**src/rtl/rxfcg_pkg.sv**
```systemverilog
// Package of constants and types for the receiver filter calibration and gain control block
package rxfcg_pkg;
	// ==========================================================
	// Register byte offsets
	localparam logic [7:0] OFS_OVERRIDE = 8'h00; // Calibration override / trim control
	localparam logic [7:0] OFS_STATUS = 8'h04; // Filter calibration status, read-only
	localparam logic [7:0] OFS_IQ = 8'h08; // I/Q calibration control and value
	localparam logic [7:0] OFS_GAIN = 8'h0c; // High / low gain settings
	localparam logic [7:0] OFS_BW = 8'h10; // Channel filter bandwidth
	localparam logic [7:0] OFS_RXCTL = 8'h14; // Receive request and front-end state
	// ==========================================================
	// Override register fields
	localparam int OV_SKIP = 0;
	localparam int OV_FORCE = 1;
	localparam int OV_TRIM_LO = 2;
	localparam int OV_MAN_LO = 4;
	// Status register fields
	localparam int ST_RUN = 0;
	localparam int ST_VALID = 1;
	localparam int ST_RES_LO = 4;
	// I/Q register fields
	localparam int IQ_START = 0;
	localparam int IQ_RUN = 1;
	localparam int IQ_VAL_LO = 8;
	// Gain register fields: high set then low set, each filter gain then amplifier gain
	localparam int GN_HI_CF = 0;
	localparam int GN_HI_LNA = 2;
	localparam int GN_LO_CF = 4;
	localparam int GN_LO_LNA = 6;
	localparam int GN_AUTO = 8;
	// Receive control fields
	localparam int RX_REQ = 0;
	localparam int RX_GAP = 4;
	localparam int RX_CLK = 5;
	localparam int RX_ON = 6;
	// ==========================================================
	// Reset values
	localparam logic [3:0] RESULT_RST = 4'h8;
	localparam logic [2:0] BW_RST = 3'h0;
	localparam logic [7:0] GAIN_RST = 8'h0f;
	// ==========================================================
	// Timing
	localparam int CLK_HZ = 25000000;
	localparam int SETTLE_NS = 1000; // Bandgap settle time
	localparam int SETTLE_CYC = (SETTLE_NS * (CLK_HZ / 1000000) + 999) / 1000;
	localparam logic [1:0] AXI_OKAY = 2'h0;
	localparam logic [1:0] AXI_SLVERR = 2'h2;
	// ==========================================================
	// Filter calibration sequencer states
	typedef enum logic [2:0] {
		RXFCG_IDLE, RXFCG_SETTLE, RXFCG_CAL, RXFCG_CLKOFF, RXFCG_LOCKWAIT, RXFCG_RXON
	} rxfcg_fstate_t;
	// I/Q sweep states
	typedef enum logic [1:0] {
		RXFCG_IQ_IDLE, RXFCG_IQ_STEP, RXFCG_IQ_MEAS
	} rxfcg_iqstate_t;
endpackage

```
**src/rtl/rxfcg_sync.sv**
```systemverilog
// Two-flop synchroniser bank for external inputs
`timescale 1ns/1ps
`default_nettype none
module rxfcg_sync #(
	parameter int W = 1
) (
	// Clock and reset
	input wire logic aclk,
	input wire logic aresetn,
	// Data
	input wire logic [W-1:0] din,
	output logic [W-1:0] dout
);
	logic [W-1:0] s1_q, s1_d; // First stage, read only by second
	logic [W-1:0] s2_q, s2_d; // Second stage

	// ==========================================================
	// Next values
	always_comb begin
		s1_d = din;
		s2_d = s1_q;
	end

	// Registers
	always_ff @(posedge aclk) begin
		if (!aresetn) begin
			s1_q <= '0;
			s2_q <= '0;
		end else begin
			s1_q <= s1_d;
			s2_q <= s2_d;
		end
	end

	assign dout = s2_q;
endmodule
`default_nettype wire

```
**src/rtl/rxfcg_top.sv**
```systemverilog
// Receiver filter calibration, I/Q calibration and gain control logic
// Notes on behaviour
// - Calibrate filter before every receive
// - Skip bit bypasses calibration on receive entry; a forced run still calibrates
// - Force bit triggers calibration any time; the code acts on it only in the idle state, so during a receive it waits
// - Running flag high during calibration
// - Valid flag set on good completion
// - Result drives filter RC components
// - Status register bits are read-only
// - Trim adjust shifts calibration reference
// - Start bit begins I/Q calibration
// - I/Q running flag during sweep
// - Sweep all offsets, measure each
// - Keep lowest-strength offset as value
// - Filter gain code maps to dB
// - Amplifier gain code maps to dB
// - Loop picks high or low gain
// - Bandwidth field independent of gain
// - Limiter I/Q sampled as bits
// - Calibrate, wait, gate clock off
// - Wait 1 us after bandgap on
//
// The AXI4-Lite slave port and the address map were chosen for this implementation.
`timescale 1ns/1ps
`default_nettype none
module rxfcg_top #(
	parameter int IQW = 7, // I/Q offset code width
	parameter int MEAS_CYC = 16 // Cycles per strength measurement
) (
	// Clock and reset
	input wire logic aclk,
	input wire logic aresetn,
	// AXI4-Lite write address
	input wire logic [7:0] s_axi_awaddr,
	input wire logic s_axi_awvalid,
	output logic s_axi_awready,
	// AXI4-Lite write data
	input wire logic [31:0] s_axi_wdata,
	input wire logic [3:0] s_axi_wstrb,
	input wire logic s_axi_wvalid,
	output logic s_axi_wready,
	// AXI4-Lite write response
	output logic [1:0] s_axi_bresp,
	output logic s_axi_bvalid,
	input wire logic s_axi_bready,
	// AXI4-Lite read address
	input wire logic [7:0] s_axi_araddr,
	input wire logic s_axi_arvalid,
	output logic s_axi_arready,
	// AXI4-Lite read data
	output logic [31:0] s_axi_rdata,
	output logic [1:0] s_axi_rresp,
	output logic s_axi_rvalid,
	input wire logic s_axi_rready,
	// Analog calibration comparator and lock status
	input wire logic cal_cmp_done,
	input wire logic [3:0] cal_cmp_code,
	input wire logic synth_locked_state,
	// Signal strength and gain loop
	input wire logic [7:0] rssi_level,
	input wire logic gain_low_sel,
	// Limiter square waves
	input wire logic lim_i,
	input wire logic lim_q,
	// Analog controls
	output logic rx_bandgap_enable,
	output logic cal_clock_enable,
	output logic cal_engine_start,
	output logic [1:0] filter_cal_trim_adjust,
	output logic [3:0] filter_rc_code,
	output logic [IQW-1:0] iq_offset_code,
	output logic [1:0] filter_gain_code,
	output logic [1:0] lna_gain_code,
	output logic [2:0] filter_bandwidth_sel,
	output logic rx_enable,
	// Limiter bits to demodulator
	output logic demod_i,
	output logic demod_q
);
	// ==========================================================
	// Functions
	// Word aligned address match
	function automatic logic addr_hit(input logic [7:0] a, input logic [7:0] ofs);
		addr_hit = (a[7:2] == ofs[7:2]);
	endfunction

	// ==========================================================
	// Synchronised inputs
	logic [16:0] sync_out; // Synchronised external inputs
	logic cmp_done_s, locked_s, gain_low_s;
	logic [3:0] cmp_code_s;
	logic [7:0] rssi_s;
	logic lim_i_s, lim_q_s;

	rxfcg_sync #(.W(17)) u_sync (
		.aclk(aclk),
		.aresetn(aresetn),
		.din({cal_cmp_done, cal_cmp_code, synth_locked_state, rssi_level, gain_low_sel, lim_i,
			lim_q}),
		.dout(sync_out)
	);
	assign {cmp_done_s, cmp_code_s, locked_s, rssi_s, gain_low_s, lim_i_s, lim_q_s} = sync_out;

	// ==========================================================
	// Register state
	logic skip_q, skip_d; // Skip control
	logic force_q, force_d; // Force trigger
	logic [1:0] trim_q, trim_d; // Reference trim
	logic [3:0] man_q, man_d; // Manual RC value
	logic iqstart_q, iqstart_d; // I/Q start trigger
	logic [IQW-1:0] iqval_q, iqval_d; // I/Q value
	logic [7:0] gain_q, gain_d; // Gain settings
	logic auto_q, auto_d; // Automatic gain loop enable
	logic [2:0] bw_q, bw_d; // Bandwidth
	logic rxreq_q, rxreq_d; // Receive request
	// Calibration state
	rxfcg_pkg::rxfcg_fstate_t fst_q, fst_d;
	logic frun_q, frun_d; // Filter running
	logic fvalid_q, fvalid_d; // Result valid
	logic [3:0] fres_q, fres_d; // Result
	logic [$clog2(rxfcg_pkg::SETTLE_CYC+1)-1:0] set_q, set_d; // Settle counter
	logic gap_q, gap_d, clk_q, clk_d, rxon_q, rxon_d, cstart_q, cstart_d;
	logic forced_q, forced_d; // Calibration started by force, not receive
	// I/Q state
	rxfcg_pkg::rxfcg_iqstate_t iqs_q, iqs_d;
	logic [IQW-1:0] iqcur_q, iqcur_d; // Offset under test
	logic [7:0] iqmin_q, iqmin_d; // Lowest reading so far
	logic [$clog2(MEAS_CYC+1)-1:0] mcnt_q, mcnt_d;
	// Bus state
	logic bvalid_q, bvalid_d, rvalid_q, rvalid_d;
	logic [1:0] bresp_q, bresp_d, rresp_q, rresp_d;
	logic [31:0] rdata_q, rdata_d;
	logic [1:0] fg_q, fg_d, lg_q, lg_d; // Applied gains
	logic di_q, di_d, dq_q, dq_d; // Limiter bits

	logic wr, rd; // Bus strobes
	logic [31:0] st_word, ov_word, iq_word, gn_word, bw_word, rx_word;

	// ==========================================================
	// Bus handshakes: write taken when address and data both present
	assign s_axi_awready = s_axi_awvalid && s_axi_wvalid && !bvalid_q;
	assign s_axi_wready = s_axi_awready;
	assign wr = s_axi_awready;
	assign s_axi_arready = s_axi_arvalid && !rvalid_q;
	assign rd = s_axi_arready;

	// Readback words
	always_comb begin
		st_word = '0;
		st_word[rxfcg_pkg::ST_RUN] = frun_q;
		st_word[rxfcg_pkg::ST_VALID] = fvalid_q;
		st_word[rxfcg_pkg::ST_RES_LO +: 4] = fres_q;
		ov_word = '0;
		ov_word[rxfcg_pkg::OV_SKIP] = skip_q;
		ov_word[rxfcg_pkg::OV_FORCE] = force_q;
		ov_word[rxfcg_pkg::OV_TRIM_LO +: 2] = trim_q;
		ov_word[rxfcg_pkg::OV_MAN_LO +: 4] = man_q;
		iq_word = '0;
		iq_word[rxfcg_pkg::IQ_START] = iqstart_q;
		iq_word[rxfcg_pkg::IQ_RUN] = (iqs_q != rxfcg_pkg::RXFCG_IQ_IDLE);
		iq_word[rxfcg_pkg::IQ_VAL_LO +: IQW] = iqval_q;
		gn_word = '0;
		gn_word[7:0] = gain_q;
		gn_word[rxfcg_pkg::GN_AUTO] = auto_q;
		bw_word = '0;
		bw_word[2:0] = bw_q;
		rx_word = '0;
		rx_word[rxfcg_pkg::RX_REQ] = rxreq_q;
		rx_word[rxfcg_pkg::RX_GAP] = gap_q;
		rx_word[rxfcg_pkg::RX_CLK] = clk_q;
		rx_word[rxfcg_pkg::RX_ON] = rxon_q;
	end

	// ==========================================================
	// Software registers and bus responses
	always_comb begin
		skip_d = skip_q;
		force_d = force_q;
		trim_d = trim_q;
		man_d = man_q;
		iqstart_d = iqstart_q;
		iqval_d = iqval_q;
		gain_d = gain_q;
		auto_d = auto_q;
		bw_d = bw_q;
		rxreq_d = rxreq_q;
		bvalid_d = bvalid_q && !s_axi_bready;
		bresp_d = bresp_q;
		rvalid_d = rvalid_q && !s_axi_rready;
		rresp_d = rresp_q;
		rdata_d = rdata_q;
		// Triggers clear once their calibration has begun
		if (fst_q == rxfcg_pkg::RXFCG_CAL && forced_q) force_d = 1'b0;
		if (iqs_q == rxfcg_pkg::RXFCG_IQ_STEP) iqstart_d = 1'b0;
		if (wr) begin
			bvalid_d = 1'b1;
			bresp_d = rxfcg_pkg::AXI_OKAY;
			if (s_axi_wstrb[0]) begin
				if (addr_hit(s_axi_awaddr, rxfcg_pkg::OFS_OVERRIDE)) begin
					skip_d = s_axi_wdata[rxfcg_pkg::OV_SKIP];
					force_d = force_d | s_axi_wdata[rxfcg_pkg::OV_FORCE];
					trim_d = s_axi_wdata[rxfcg_pkg::OV_TRIM_LO +: 2];
					man_d = s_axi_wdata[rxfcg_pkg::OV_MAN_LO +: 4];
				end else if (addr_hit(s_axi_awaddr, rxfcg_pkg::OFS_IQ)) begin
					iqstart_d = iqstart_d | s_axi_wdata[rxfcg_pkg::IQ_START];
				end else if (addr_hit(s_axi_awaddr, rxfcg_pkg::OFS_GAIN)) begin
					gain_d = s_axi_wdata[7:0];
				end else if (addr_hit(s_axi_awaddr, rxfcg_pkg::OFS_BW)) begin
					bw_d = s_axi_wdata[2:0];
				end else if (addr_hit(s_axi_awaddr, rxfcg_pkg::OFS_RXCTL)) begin
					rxreq_d = s_axi_wdata[rxfcg_pkg::RX_REQ];
				end
			end
			// Value field sits in byte 1, restored by host at init
			if (s_axi_wstrb[1] && addr_hit(s_axi_awaddr, rxfcg_pkg::OFS_IQ)) begin
				iqval_d = s_axi_wdata[rxfcg_pkg::IQ_VAL_LO +: IQW];
			end
			if (s_axi_wstrb[1] && addr_hit(s_axi_awaddr, rxfcg_pkg::OFS_GAIN)) begin
				auto_d = s_axi_wdata[rxfcg_pkg::GN_AUTO];
			end
			// Status writes are accepted but change nothing
			if (!(addr_hit(s_axi_awaddr, rxfcg_pkg::OFS_OVERRIDE)
				|| addr_hit(s_axi_awaddr, rxfcg_pkg::OFS_STATUS)
				|| addr_hit(s_axi_awaddr, rxfcg_pkg::OFS_IQ)
				|| addr_hit(s_axi_awaddr, rxfcg_pkg::OFS_GAIN)
				|| addr_hit(s_axi_awaddr, rxfcg_pkg::OFS_BW)
				|| addr_hit(s_axi_awaddr, rxfcg_pkg::OFS_RXCTL))) begin
				bresp_d = rxfcg_pkg::AXI_SLVERR;
			end
		end
		// Value field takes each new lowest-strength offset as soon as it is measured during the sweep
		if (iqs_q == rxfcg_pkg::RXFCG_IQ_MEAS && mcnt_q == '0 && rssi_s < iqmin_q) begin
			iqval_d = iqcur_q;
		end
		if (rd) begin
			rvalid_d = 1'b1;
			rresp_d = rxfcg_pkg::AXI_OKAY;
			if (addr_hit(s_axi_araddr, rxfcg_pkg::OFS_OVERRIDE)) rdata_d = ov_word;
			else if (addr_hit(s_axi_araddr, rxfcg_pkg::OFS_STATUS)) rdata_d = st_word;
			else if (addr_hit(s_axi_araddr, rxfcg_pkg::OFS_IQ)) rdata_d = iq_word;
			else if (addr_hit(s_axi_araddr, rxfcg_pkg::OFS_GAIN)) rdata_d = gn_word;
			else if (addr_hit(s_axi_araddr, rxfcg_pkg::OFS_BW)) rdata_d = bw_word;
			else if (addr_hit(s_axi_araddr, rxfcg_pkg::OFS_RXCTL)) rdata_d = rx_word;
			else begin
				rdata_d = '0;
				rresp_d = rxfcg_pkg::AXI_SLVERR;
			end
		end
	end

	// ==========================================================
	// Filter calibration and receive entry sequencer
	always_comb begin
		fst_d = fst_q;
		frun_d = frun_q;
		fvalid_d = fvalid_q;
		fres_d = fres_q;
		set_d = set_q;
		gap_d = gap_q;
		clk_d = clk_q;
		rxon_d = rxon_q;
		cstart_d = 1'b0;
		forced_d = forced_q;
		case (fst_q)
			rxfcg_pkg::RXFCG_IDLE: begin
				if (force_q) begin
					// Forced run, independent of receive
					clk_d = 1'b1;
					frun_d = 1'b1;
					cstart_d = 1'b1;
					forced_d = 1'b1;
					fst_d = rxfcg_pkg::RXFCG_CAL;
				end else if (rxreq_q) begin
					gap_d = 1'b1;
					clk_d = !skip_q;
					set_d = $bits(set_q)'(rxfcg_pkg::SETTLE_CYC);
					forced_d = 1'b0;
					fst_d = rxfcg_pkg::RXFCG_SETTLE;
				end
			end
			rxfcg_pkg::RXFCG_SETTLE: begin
				if (set_q > 1) set_d = set_q - 1'b1;
				else if (skip_q) fst_d = rxfcg_pkg::RXFCG_LOCKWAIT;
				else begin
					frun_d = 1'b1;
					cstart_d = 1'b1;
					fst_d = rxfcg_pkg::RXFCG_CAL;
				end
			end
			rxfcg_pkg::RXFCG_CAL: begin
				if (cmp_done_s) begin
					// Running drops with result and valid update
					frun_d = 1'b0;
					fvalid_d = 1'b1;
					fres_d = cmp_code_s;
					fst_d = rxfcg_pkg::RXFCG_CLKOFF;
				end
			end
			rxfcg_pkg::RXFCG_CLKOFF: begin
				clk_d = 1'b0;
				fst_d = forced_q ? rxfcg_pkg::RXFCG_IDLE : rxfcg_pkg::RXFCG_LOCKWAIT;
			end
			rxfcg_pkg::RXFCG_LOCKWAIT: begin
				if (!rxreq_q) begin
					gap_d = 1'b0;
					fst_d = rxfcg_pkg::RXFCG_IDLE;
				end else if (locked_s) begin
					rxon_d = 1'b1;
					fst_d = rxfcg_pkg::RXFCG_RXON;
				end
			end
			rxfcg_pkg::RXFCG_RXON: begin
				if (!rxreq_q) begin
					rxon_d = 1'b0;
					gap_d = 1'b0;
					fst_d = rxfcg_pkg::RXFCG_IDLE;
				end
			end
			default: fst_d = rxfcg_pkg::RXFCG_IDLE;
		endcase
	end

	// ==========================================================
	// I/Q image rejection sweep
	always_comb begin
		iqs_d = iqs_q;
		iqcur_d = iqcur_q;
		iqmin_d = iqmin_q;
		mcnt_d = mcnt_q;
		case (iqs_q)
			rxfcg_pkg::RXFCG_IQ_IDLE: begin
				if (iqstart_q) begin
					iqcur_d = '0;
					iqmin_d = '1;
					iqs_d = rxfcg_pkg::RXFCG_IQ_STEP;
				end
			end
			rxfcg_pkg::RXFCG_IQ_STEP: begin
				mcnt_d = $bits(mcnt_q)'(MEAS_CYC);
				iqs_d = rxfcg_pkg::RXFCG_IQ_MEAS;
			end
			rxfcg_pkg::RXFCG_IQ_MEAS: begin
				if (mcnt_q != '0) mcnt_d = mcnt_q - 1'b1;
				else begin
					if (rssi_s < iqmin_q) iqmin_d = rssi_s;
					if (iqcur_q == '1) iqs_d = rxfcg_pkg::RXFCG_IQ_IDLE;
					else begin
						iqcur_d = iqcur_q + 1'b1;
						iqs_d = rxfcg_pkg::RXFCG_IQ_STEP;
					end
				end
			end
			default: iqs_d = rxfcg_pkg::RXFCG_IQ_IDLE;
		endcase
	end

	// ==========================================================
	// Gain selection and limiter sampling
	always_comb begin
		if (auto_q && gain_low_s) begin
			fg_d = gain_q[rxfcg_pkg::GN_LO_CF +: 2];
			lg_d = gain_q[rxfcg_pkg::GN_LO_LNA +: 2];
		end else begin
			fg_d = gain_q[rxfcg_pkg::GN_HI_CF +: 2];
			lg_d = gain_q[rxfcg_pkg::GN_HI_LNA +: 2];
		end
		di_d = lim_i_s;
		dq_d = lim_q_s;
	end

	// ==========================================================
	// All registers
	always_ff @(posedge aclk) begin
		if (!aresetn) begin
			skip_q <= 1'b0;
			force_q <= 1'b0;
			trim_q <= '0;
			man_q <= '0;
			iqstart_q <= 1'b0;
			iqval_q <= '0;
			gain_q <= rxfcg_pkg::GAIN_RST;
			auto_q <= 1'b0;
			bw_q <= rxfcg_pkg::BW_RST;
			rxreq_q <= 1'b0;
			fst_q <= rxfcg_pkg::RXFCG_IDLE;
			frun_q <= 1'b0;
			fvalid_q <= 1'b0;
			fres_q <= rxfcg_pkg::RESULT_RST;
			set_q <= '0;
			gap_q <= 1'b0;
			clk_q <= 1'b0;
			rxon_q <= 1'b0;
			cstart_q <= 1'b0;
			forced_q <= 1'b0;
			iqs_q <= rxfcg_pkg::RXFCG_IQ_IDLE;
			iqcur_q <= '0;
			iqmin_q <= '1;
			mcnt_q <= '0;
			bvalid_q <= 1'b0;
			bresp_q <= rxfcg_pkg::AXI_OKAY;
			rvalid_q <= 1'b0;
			rresp_q <= rxfcg_pkg::AXI_OKAY;
			rdata_q <= '0;
			fg_q <= '0;
			lg_q <= '0;
			di_q <= 1'b0;
			dq_q <= 1'b0;
		end else begin
			skip_q <= skip_d;
			force_q <= force_d;
			trim_q <= trim_d;
			man_q <= man_d;
			iqstart_q <= iqstart_d;
			iqval_q <= iqval_d;
			gain_q <= gain_d;
			auto_q <= auto_d;
			bw_q <= bw_d;
			rxreq_q <= rxreq_d;
			fst_q <= fst_d;
			frun_q <= frun_d;
			fvalid_q <= fvalid_d;
			fres_q <= fres_d;
			set_q <= set_d;
			gap_q <= gap_d;
			clk_q <= clk_d;
			rxon_q <= rxon_d;
			cstart_q <= cstart_d;
			forced_q <= forced_d;
			iqs_q <= iqs_d;
			iqcur_q <= iqcur_d;
			iqmin_q <= iqmin_d;
			mcnt_q <= mcnt_d;
			bvalid_q <= bvalid_d;
			bresp_q <= bresp_d;
			rvalid_q <= rvalid_d;
			rresp_q <= rresp_d;
			rdata_q <= rdata_d;
			fg_q <= fg_d;
			lg_q <= lg_d;
			di_q <= di_d;
			dq_q <= dq_d;
		end
	end

	// ==========================================================
	// Outputs
	assign s_axi_bvalid = bvalid_q;
	assign s_axi_bresp = bresp_q;
	assign s_axi_rvalid = rvalid_q;
	assign s_axi_rresp = rresp_q;
	assign s_axi_rdata = rdata_q;
	assign rx_bandgap_enable = gap_q;
	assign cal_clock_enable = clk_q;
	assign cal_engine_start = cstart_q;
	assign filter_cal_trim_adjust = trim_q;
	// Skip selects the manual value, else the calibrated result
	assign filter_rc_code = skip_q ? man_q : fres_q;
	// Sweep drives the offset under test, otherwise the stored value
	assign iq_offset_code = (iqs_q != rxfcg_pkg::RXFCG_IQ_IDLE) ? iqcur_q : iqval_q;
	assign filter_gain_code = fg_q;
	assign lna_gain_code = lg_q;
	assign filter_bandwidth_sel = bw_q;
	assign rx_enable = rxon_q;
	assign demod_i = di_q;
	assign demod_q = dq_q;
endmodule
`default_nettype wire

```
**config.mk**
```make
export PLATFORM = sky130hd
export DESIGN_NAME = rxfcg_top
export DESIGN_NICKNAME = d
export VERILOG_FILES = /design/src/rtl/rxfcg_pkg.sv /design/src/rtl/rxfcg_sync.sv /design/src/rtl/rxfcg_top.sv
export SDC_FILE = /design/constraint.sdc
export NUM_CORES = 1
export LEC_CHECK = 0
export BUFFER_PORTS_ARGS = -buffer_cell sky130_fd_sc_hd__buf_2
export CAP_MARGIN = 20
export CORE_ASPECT_RATIO = 0.5
export CORE_MARGIN = 1.5
export CORE_UTILIZATION = 46
export DETAILED_ROUTE_END_ITERATION = 6
export PLACE_DENSITY = 0.82
export SLEW_MARGIN = 40
export SYNTH_ARGS = -nofsm -noshare
export SYNTH_HDL_FRONTEND = slang
export SYNTH_SLANG_ARGS = --single-unit
export TNS_END_PERCENT = 1
```
**constraint.sdc**
```tcl
create_clock -name aclk -period 1.8 [get_ports aclk]
set_input_delay 0.36 -clock aclk [delete_from_list [all_inputs] [get_ports aclk]]
set_output_delay 0.36 -clock aclk [all_outputs]
set_load 0.01 [all_outputs]
```
# After elaboration in Yosys (flattened, before gate mapping)
# Index checks and enable logic that the tools add are counted.
[classes]
addsub = 3
mul = 0
div = 0
n_lt_le_gt_ge = 2
eq_ne = 36
shift = 0
muxes = 80
bitwise_logic = 6
reduce_logical = 57
[ops]
columns = ["operator", "n"]
rows = [
  ["7-bit two-way mux", 9],
  ["15-bit two-way mux", 3],
  ["1-bit two-way mux", 28],
  ["3-bit two-way mux", 9],
  ["6-bit by 2-bit equality test with 1-bit output, second input constant", 4],
  ["6-bit by 3-bit equality test with 1-bit output, second input constant", 4],
  ["8-bit two-way mux", 3],
  ["2-bit != test, second input constant", 12],
  ["2-bit two-way mux", 11],
  ["5-bit two-way mux", 4],
  ["5-bit case mux with 2 select lines", 2],
  ["4-bit AND reduction", 5],
  ["2-bit nonzero test", 10],
  ["3-bit case mux with 6 select lines", 1],
  ["8-bit case mux with 2 select lines", 1],
  ["5-bit AND reduction", 3],
  ["7-bit case mux with 2 select lines", 1],
  ["2-bit AND reduction", 7],
  ["6-bit by 1-bit equality test with 1-bit output, second input constant", 2],
  ["6-bit logical NOT", 2],
  ["1-bit logical AND", 11],
  ["5-bit by 1-bit subtractor with 5-bit output, second input constant", 2],
  ["9-bit two-way mux", 1],
  ["8-bit less-than comparator", 1],
  ["other kinds (28)", 48],
]
[word_totals]
ff_bits = 148
latchBits = 0
mem_bits_rw = 0
rom_bits = 0
inputBits = 76
output_inout_bits = 67
elab_cells = 219
n_memories = 0

# Logic depth before layout (Yosys ltp)
[logic_depth]
ltp_word = 7
ltp_mapped = 8
ltp_nobuf = 7

# Cells and area by module
# From an unflattened synthesis, not the netlist that was laid out.
[unflattened]
hier_cells = 621
hier_area_um2 = 5816.8
[modules_own_cells]
columns = ["module", "instances", "cells_each", "area_each_um2", "seq_area_each_um2"]
rows = [
  ["rxfcg_top", 1, 550, 4865.9, 1901.8],
  ["rxfcg_sync", 1, 71, 950.9, 680.7],
]

# Least setup slack after synthesis
# No wires, ideal clock.
[synth_timing]
kind = "register -> register"
startpoint = "reg mcnt_q[0]"
endpoint = "reg iqval_q[5]"
setup_ns = 0.121
t_arrival_ns = 1.537
required_time_ns = 1.679
path_slack_ns = 0.142
stages_incl_launch_ff = 9
path_buffers = 1
synth_period_minus_slack_ns = 1.658
path_cell_list = "dfxtp_1 -> inv_1 -> ha_1 -> nor4b_4 -> and3_1 -> o211ai_1 -> buf_2 -> o21ai_0 -> a21oi_1"
[synth_via]
elab_chain_len = 5
word_cells_on_any_way = 7
classes_between = "1 x mux; 6 x reduce/logical"
[synth_rtl]
columns = ["element", "line", "rtl"]
rows = [
  ["start, declared", "rxfcg_top.sv:128", "logic [$clog2(MEAS_CYC+1)-1:0] mcnt_q, mcnt_d;"],
  ["start signal, assigned", "rxfcg_top.sv:432", "mcnt_q <= mcnt_d;"],
  ["5-bit logical NOT (*)", "rxfcg_top.sv:232", "if (iqs_q == rxfcg_pkg::RXFCG_IQ_MEAS && mcnt_q == '0 && rssi_s < iqmin_q) begin"],
  ["1-bit logical AND (*) (2 in series)", "rxfcg_top.sv:232", ""],
  ["2-bit nonzero test (no source line)", "--", ""],
  ["2-bit AND reduction (no source line)", "--", ""],
  ["end signal, assigned", "rxfcg_top.sv:414", "iqval_q <= iqval_d;"],
  ["end, declared", "rxfcg_top.sv:111", "logic [IQW-1:0] iqval_q, iqval_d;"],
]
# Mark *: on every way between the ends. The rest lies on a longest branch, timed or not.
# A chain may end at the register's enable or synchronous reset.

# Worst setup path after layout
[layout_timing]
startpoint = "reg iqs_q[1]"
endpoint = "out iq_offset_code[5]"
[layout_via]
elab_chain_len = 2
[layout_rtl]
columns = ["element", "line", "rtl"]
rows = [
  ["start, declared", "rxfcg_top.sv:125", "rxfcg_pkg::rxfcg_iqstate_t iqs_q, iqs_d;"],
  ["start signal, assigned", "rxfcg_top.sv:395", "iqs_q <= rxfcg_pkg::RXFCG_IQ_IDLE;"],
  ["start signal, assigned", "rxfcg_top.sv:429", "iqs_q <= iqs_d;"],
  ["2-bit nonzero test", "rxfcg_top.sv:459", "assign iq_offset_code = (iqs_q != rxfcg_pkg::RXFCG_IQ_IDLE) ? iqcur_q : iqval_q;"],
  ["7-bit two-way mux", "rxfcg_top.sv:459", ""],
  ["end, declared", "rxfcg_top.sv:71", "output logic [IQW-1:0] iq_offset_code,"],
]
# Every way passes these cells.

==> summary.txt <==
Outcome
  • Status: finished, violations left
  • Failing checks: negative setup slack

Routing
  • Highest Signal Layer: met4
  • Wire length per cell: 14.86 um
  • WL met1: 6.371 mm
  • Iteration-0 DRC Markers: 296
  • Length of routed met3 wiring: 906 um
  • Via-to-Cell Ratio: 5.234
  • Met2 wire length: 6.140 mm
  • Vias: 4841
  • Post-route ant nets: 0
  • DRT Pass-1 Iters: 5
  • DRC errors left: 0
  • Total routed wirelength: 13.75 mm

Synthesis
  • Register area share after synthesis: 0.4511
  • Number of synthesized flops with an enable pin: 0
  • Most used DFF post-synth: dfxtp_1
  • Synth cell count leaders: 129 x dfxtp_1, 65 x nor2_1, 63 x nand2_1
  • Mapped Area: 0.005724 sq mm
  • Synth top area cells: dfxtp_1 45%, mux2i_1 5.8%, and2_1 4.7%
  • Mapped Cells: 623
  • Yosys Warn Count: 0
  • Netlist cell types: 64
  • Post-synth ARST share: 0
  • Top-count cell post-synth: dfxtp_1
  • Synthesized area per cell: 9.188 sq um
  • Area leader, netlist: dfxtp_1
  • Synth top area share: 0.4511
  • FF+latch count, synth: 129

Final layout
  • Fin nets: 835
  • Fraction of layout cells with a size suffix above 1: 0.2714
  • Number of fill cells: 973
  • Layout area overhead: 25.88%
  • Fin area: 0.007206 sq mm

GRT
  • Grt ovf: 0
  • Largest net degree at the start of global routing: 44
  • Global-route wire length before repair: 22.09 mm
  • Initial antenna violation count: 1
  • Vias in the first global route: 4569
  • Tot GR Track Use: 0.2151

Clock tree
  • Num Clock Sinks: 129
  • CTS root buf: clkbuf_16
  • Cts hold-fix bufs: 0
  • Reg clk slew, reported paths: 0.05 ns
  • Clock Tree Buf Depth: 2
  • Num CTS Buffers: 17
  • CTS tree: built
  • CTS H-tree depth: 4
  • Worst skew pair latency: 0.42 ns

Die
  • Core ar.: 0.01198 sq mm
  • Rows: 28
  • Die Width: 160.8 um
  • # IOs: 143
  • Initial Util: 0.4778
  • Die area: 0.01316 sq mm
  • Die Y: 81.88 um

Placed design
  • DP Worst Slack: 0.05947 ns
  • PortBufs: 100
  • DP Area: 0.006459 sq mm
  • Final GP Congestion: 0.8637
  • Final HPWL DP: 9.378 mm

Job
  • Maxcap violations: 0

Setup path
  • Arr. time, crit path: 1.54 ns
  • Setup slack, reg-to-reg: 0.09 ns
  • Reg2reg path depth: 8
  • R2r startpoint: iqmin_q[2]$_SDFFE_PN1P_
  • Worst Setup End Kind: output pin
  • Critical path class: flop to output pin
  • Crit path launch type: flop
  • Crit-path max FO: 5
  • Reg2reg end: iqval_q[1]$_SDFFE_PN0P_
  • CP startpoint: iqs_q[1]$_SDFFE_PN0P_
  • CP endpoint: iq_offset_code[5]
  • CP required: 1.44 ns

Pwr
  • Power density over the cells: 963.3 mW/mm^2
  • Static Leak: 3.321 nW
  • Worst VDD drop: 0.5240 mV
  • Total power: 6.941 mW

STA
  • Hold Vio Cnt, Final: 0
  • Highest clock rate: 0.5267 GHz
  • Slew Viols, Final: 0
  • Total negative setup slack: -0.5457 ns
  • Final Setup Violations: 7
  • Setup Skew: 0.01157 ns
  • Minimum clock period: 1.899 ns
  • Unrepaired setup endpoints after global routing: yes
  • Worst Slack Setup Final: -0.09853 ns
  • Period utilization: 1.055

Hold path
  • Worst hold path type: input pin to flop
-- registers in the layout, indices dropped and copies added (netlist names), 2 cells and up --
register / count
filter_bandwidth_sel: 3
filter_cal_trim_adjust: 2
filter_gain_code: 2
fres_q: 4
fst_q: 3
gain_q: 8
iqcur_q: 7
iqmin_q: 8
iqs_q: 2
iqval_q: 7
lna_gain_code: 2
man_q: 4
mcnt_q: 5
s_axi_rdata: 15
set_q: 5
u_sync.dout: 17
u_sync.s1_q: 17
-- report_power, final --
group	internal, mW	total (mW)	switching [mW]
combinational	0.311	0.653	0.342
sequential	2.94	3.01	0.0679
clock	2.05	3.28	1.23
-- layer usage --
metal | track usage | vias up
met5 | 0 | -
met2 | 0.3485 | 207
met4 | 0.1083 | 0
li1 | - | 2353
met1 | 0.2707 | 2253
met3 | 0.05505 | 28
-- how the worst min path moves through the flow --
stage / startpoint / endpoint / slack (ns) / depth (start not counted)
2_1_floorplan: u_sync.s1_q[10]$_SDFF_PN0_ / u_sync.dout[10]$_SDFF_PN0_ / 0.41 / 1
3_3_place_gp: u_sync.s1_q[0]$_SDFF_PN0_ / u_sync.dout[0]$_SDFF_PN0_ / 0.42 / 1
3_5_place_dp: u_sync.s1_q[10]$_SDFF_PN0_ / u_sync.dout[10]$_SDFF_PN0_ / 0.42 / 1
4_1_cts: rssi_level[0] / u_sync.s1_q[3]$_SDFF_PN0_ / 0.13 / 2
5_1_grt: cal_cmp_code[1] / u_sync.s1_q[13]$_SDFF_PN0_ / 0.14 / 2
6_report: lim_q / u_sync.s1_q[0]$_SDFF_PN0_ / 0.15 / 2
-- per-stage QoR --
step           utilization  instances  hold WS [ns]
5_1_grt             0.6014        925        0.1386
6_report            0.6014        925        0.1456
3_3_place_gp        0.5391        886        0.4155
4_1_cts             0.5964        922        0.1330
2_1_floorplan            -        641        0.4057
3_5_place_dp        0.5391        886        0.4175
-- final cells by class --
| type | count | area, sq um | share of cell area |
|---|---|---|---|
| Antenna cell | 1 | 2.502 | 0.0003473 |
| Clock buffer | 20 | 446.7 | 0.06199 |
| Clock inverter | 11 | 115.1 | 0.01597 |
| Inverter | 17 | 63.81 | 0.008856 |
| Multi-Input combinational cell | 442 | 2877 | 0.3992 |
| Sequential cell | 129 | 2592 | 0.3598 |
| Tap cell | 165 | 206.4 | 0.02865 |
| Timing Repair Buffer | 140 | 902.1 | 0.1252 |
-- cell families after synthesis --
logic type | Yosys count | share of synthesized area
buf+inv | 70 | 0.07016
fa+ha+maj | 12 | 0.02623
other cells | 1 | 0.0006551
xor+xnor | 9 | 0.01377
flops | 129 | 0.4511
compound gates | 116 | 0.1349
mux | 48 | 0.08918
simple gates | 238 | 0.2140
-- worst max-delay path, stage by stage (launching register included) --
cell,delay [ns]
dfxtp_4,0.35
nor2_4,0.16
buf_6,0.16
mux2_4,0.32
buf_6,0.12
-- cell usage in the layout (no fill, tap or decap), types with 5 or more instances in the layout --
master and count:
a211oi_1 5, a21boi_0 8, a21oi_1 36, a22oi_1 14
and2_1 43, buf_2 93, buf_4 34, buf_6 9
clkbuf_16 17, clkinv_2 5, conb_1 19, dfxtp_1 125
ha_1 11, inv_1 16, mux2_2 7, mux2_4 7
mux2i_1 33, nand2_1 63, nand2b_1 9, nand3_1 14
nor2_1 64, nor2b_1 9, nor3_1 9, o21ai_0 14
o21ai_1 5, xnor2_1 6
-- repair_timing --
item                       4_1_cts  5_1_grt
setup endpoints to repair       11       28
gates resized for setup         21       15
gates cloned                     1        0
buffers inserted                 4        2
pin swaps                        1        4
No activity file was read; power rests on OpenSTA's default activity.
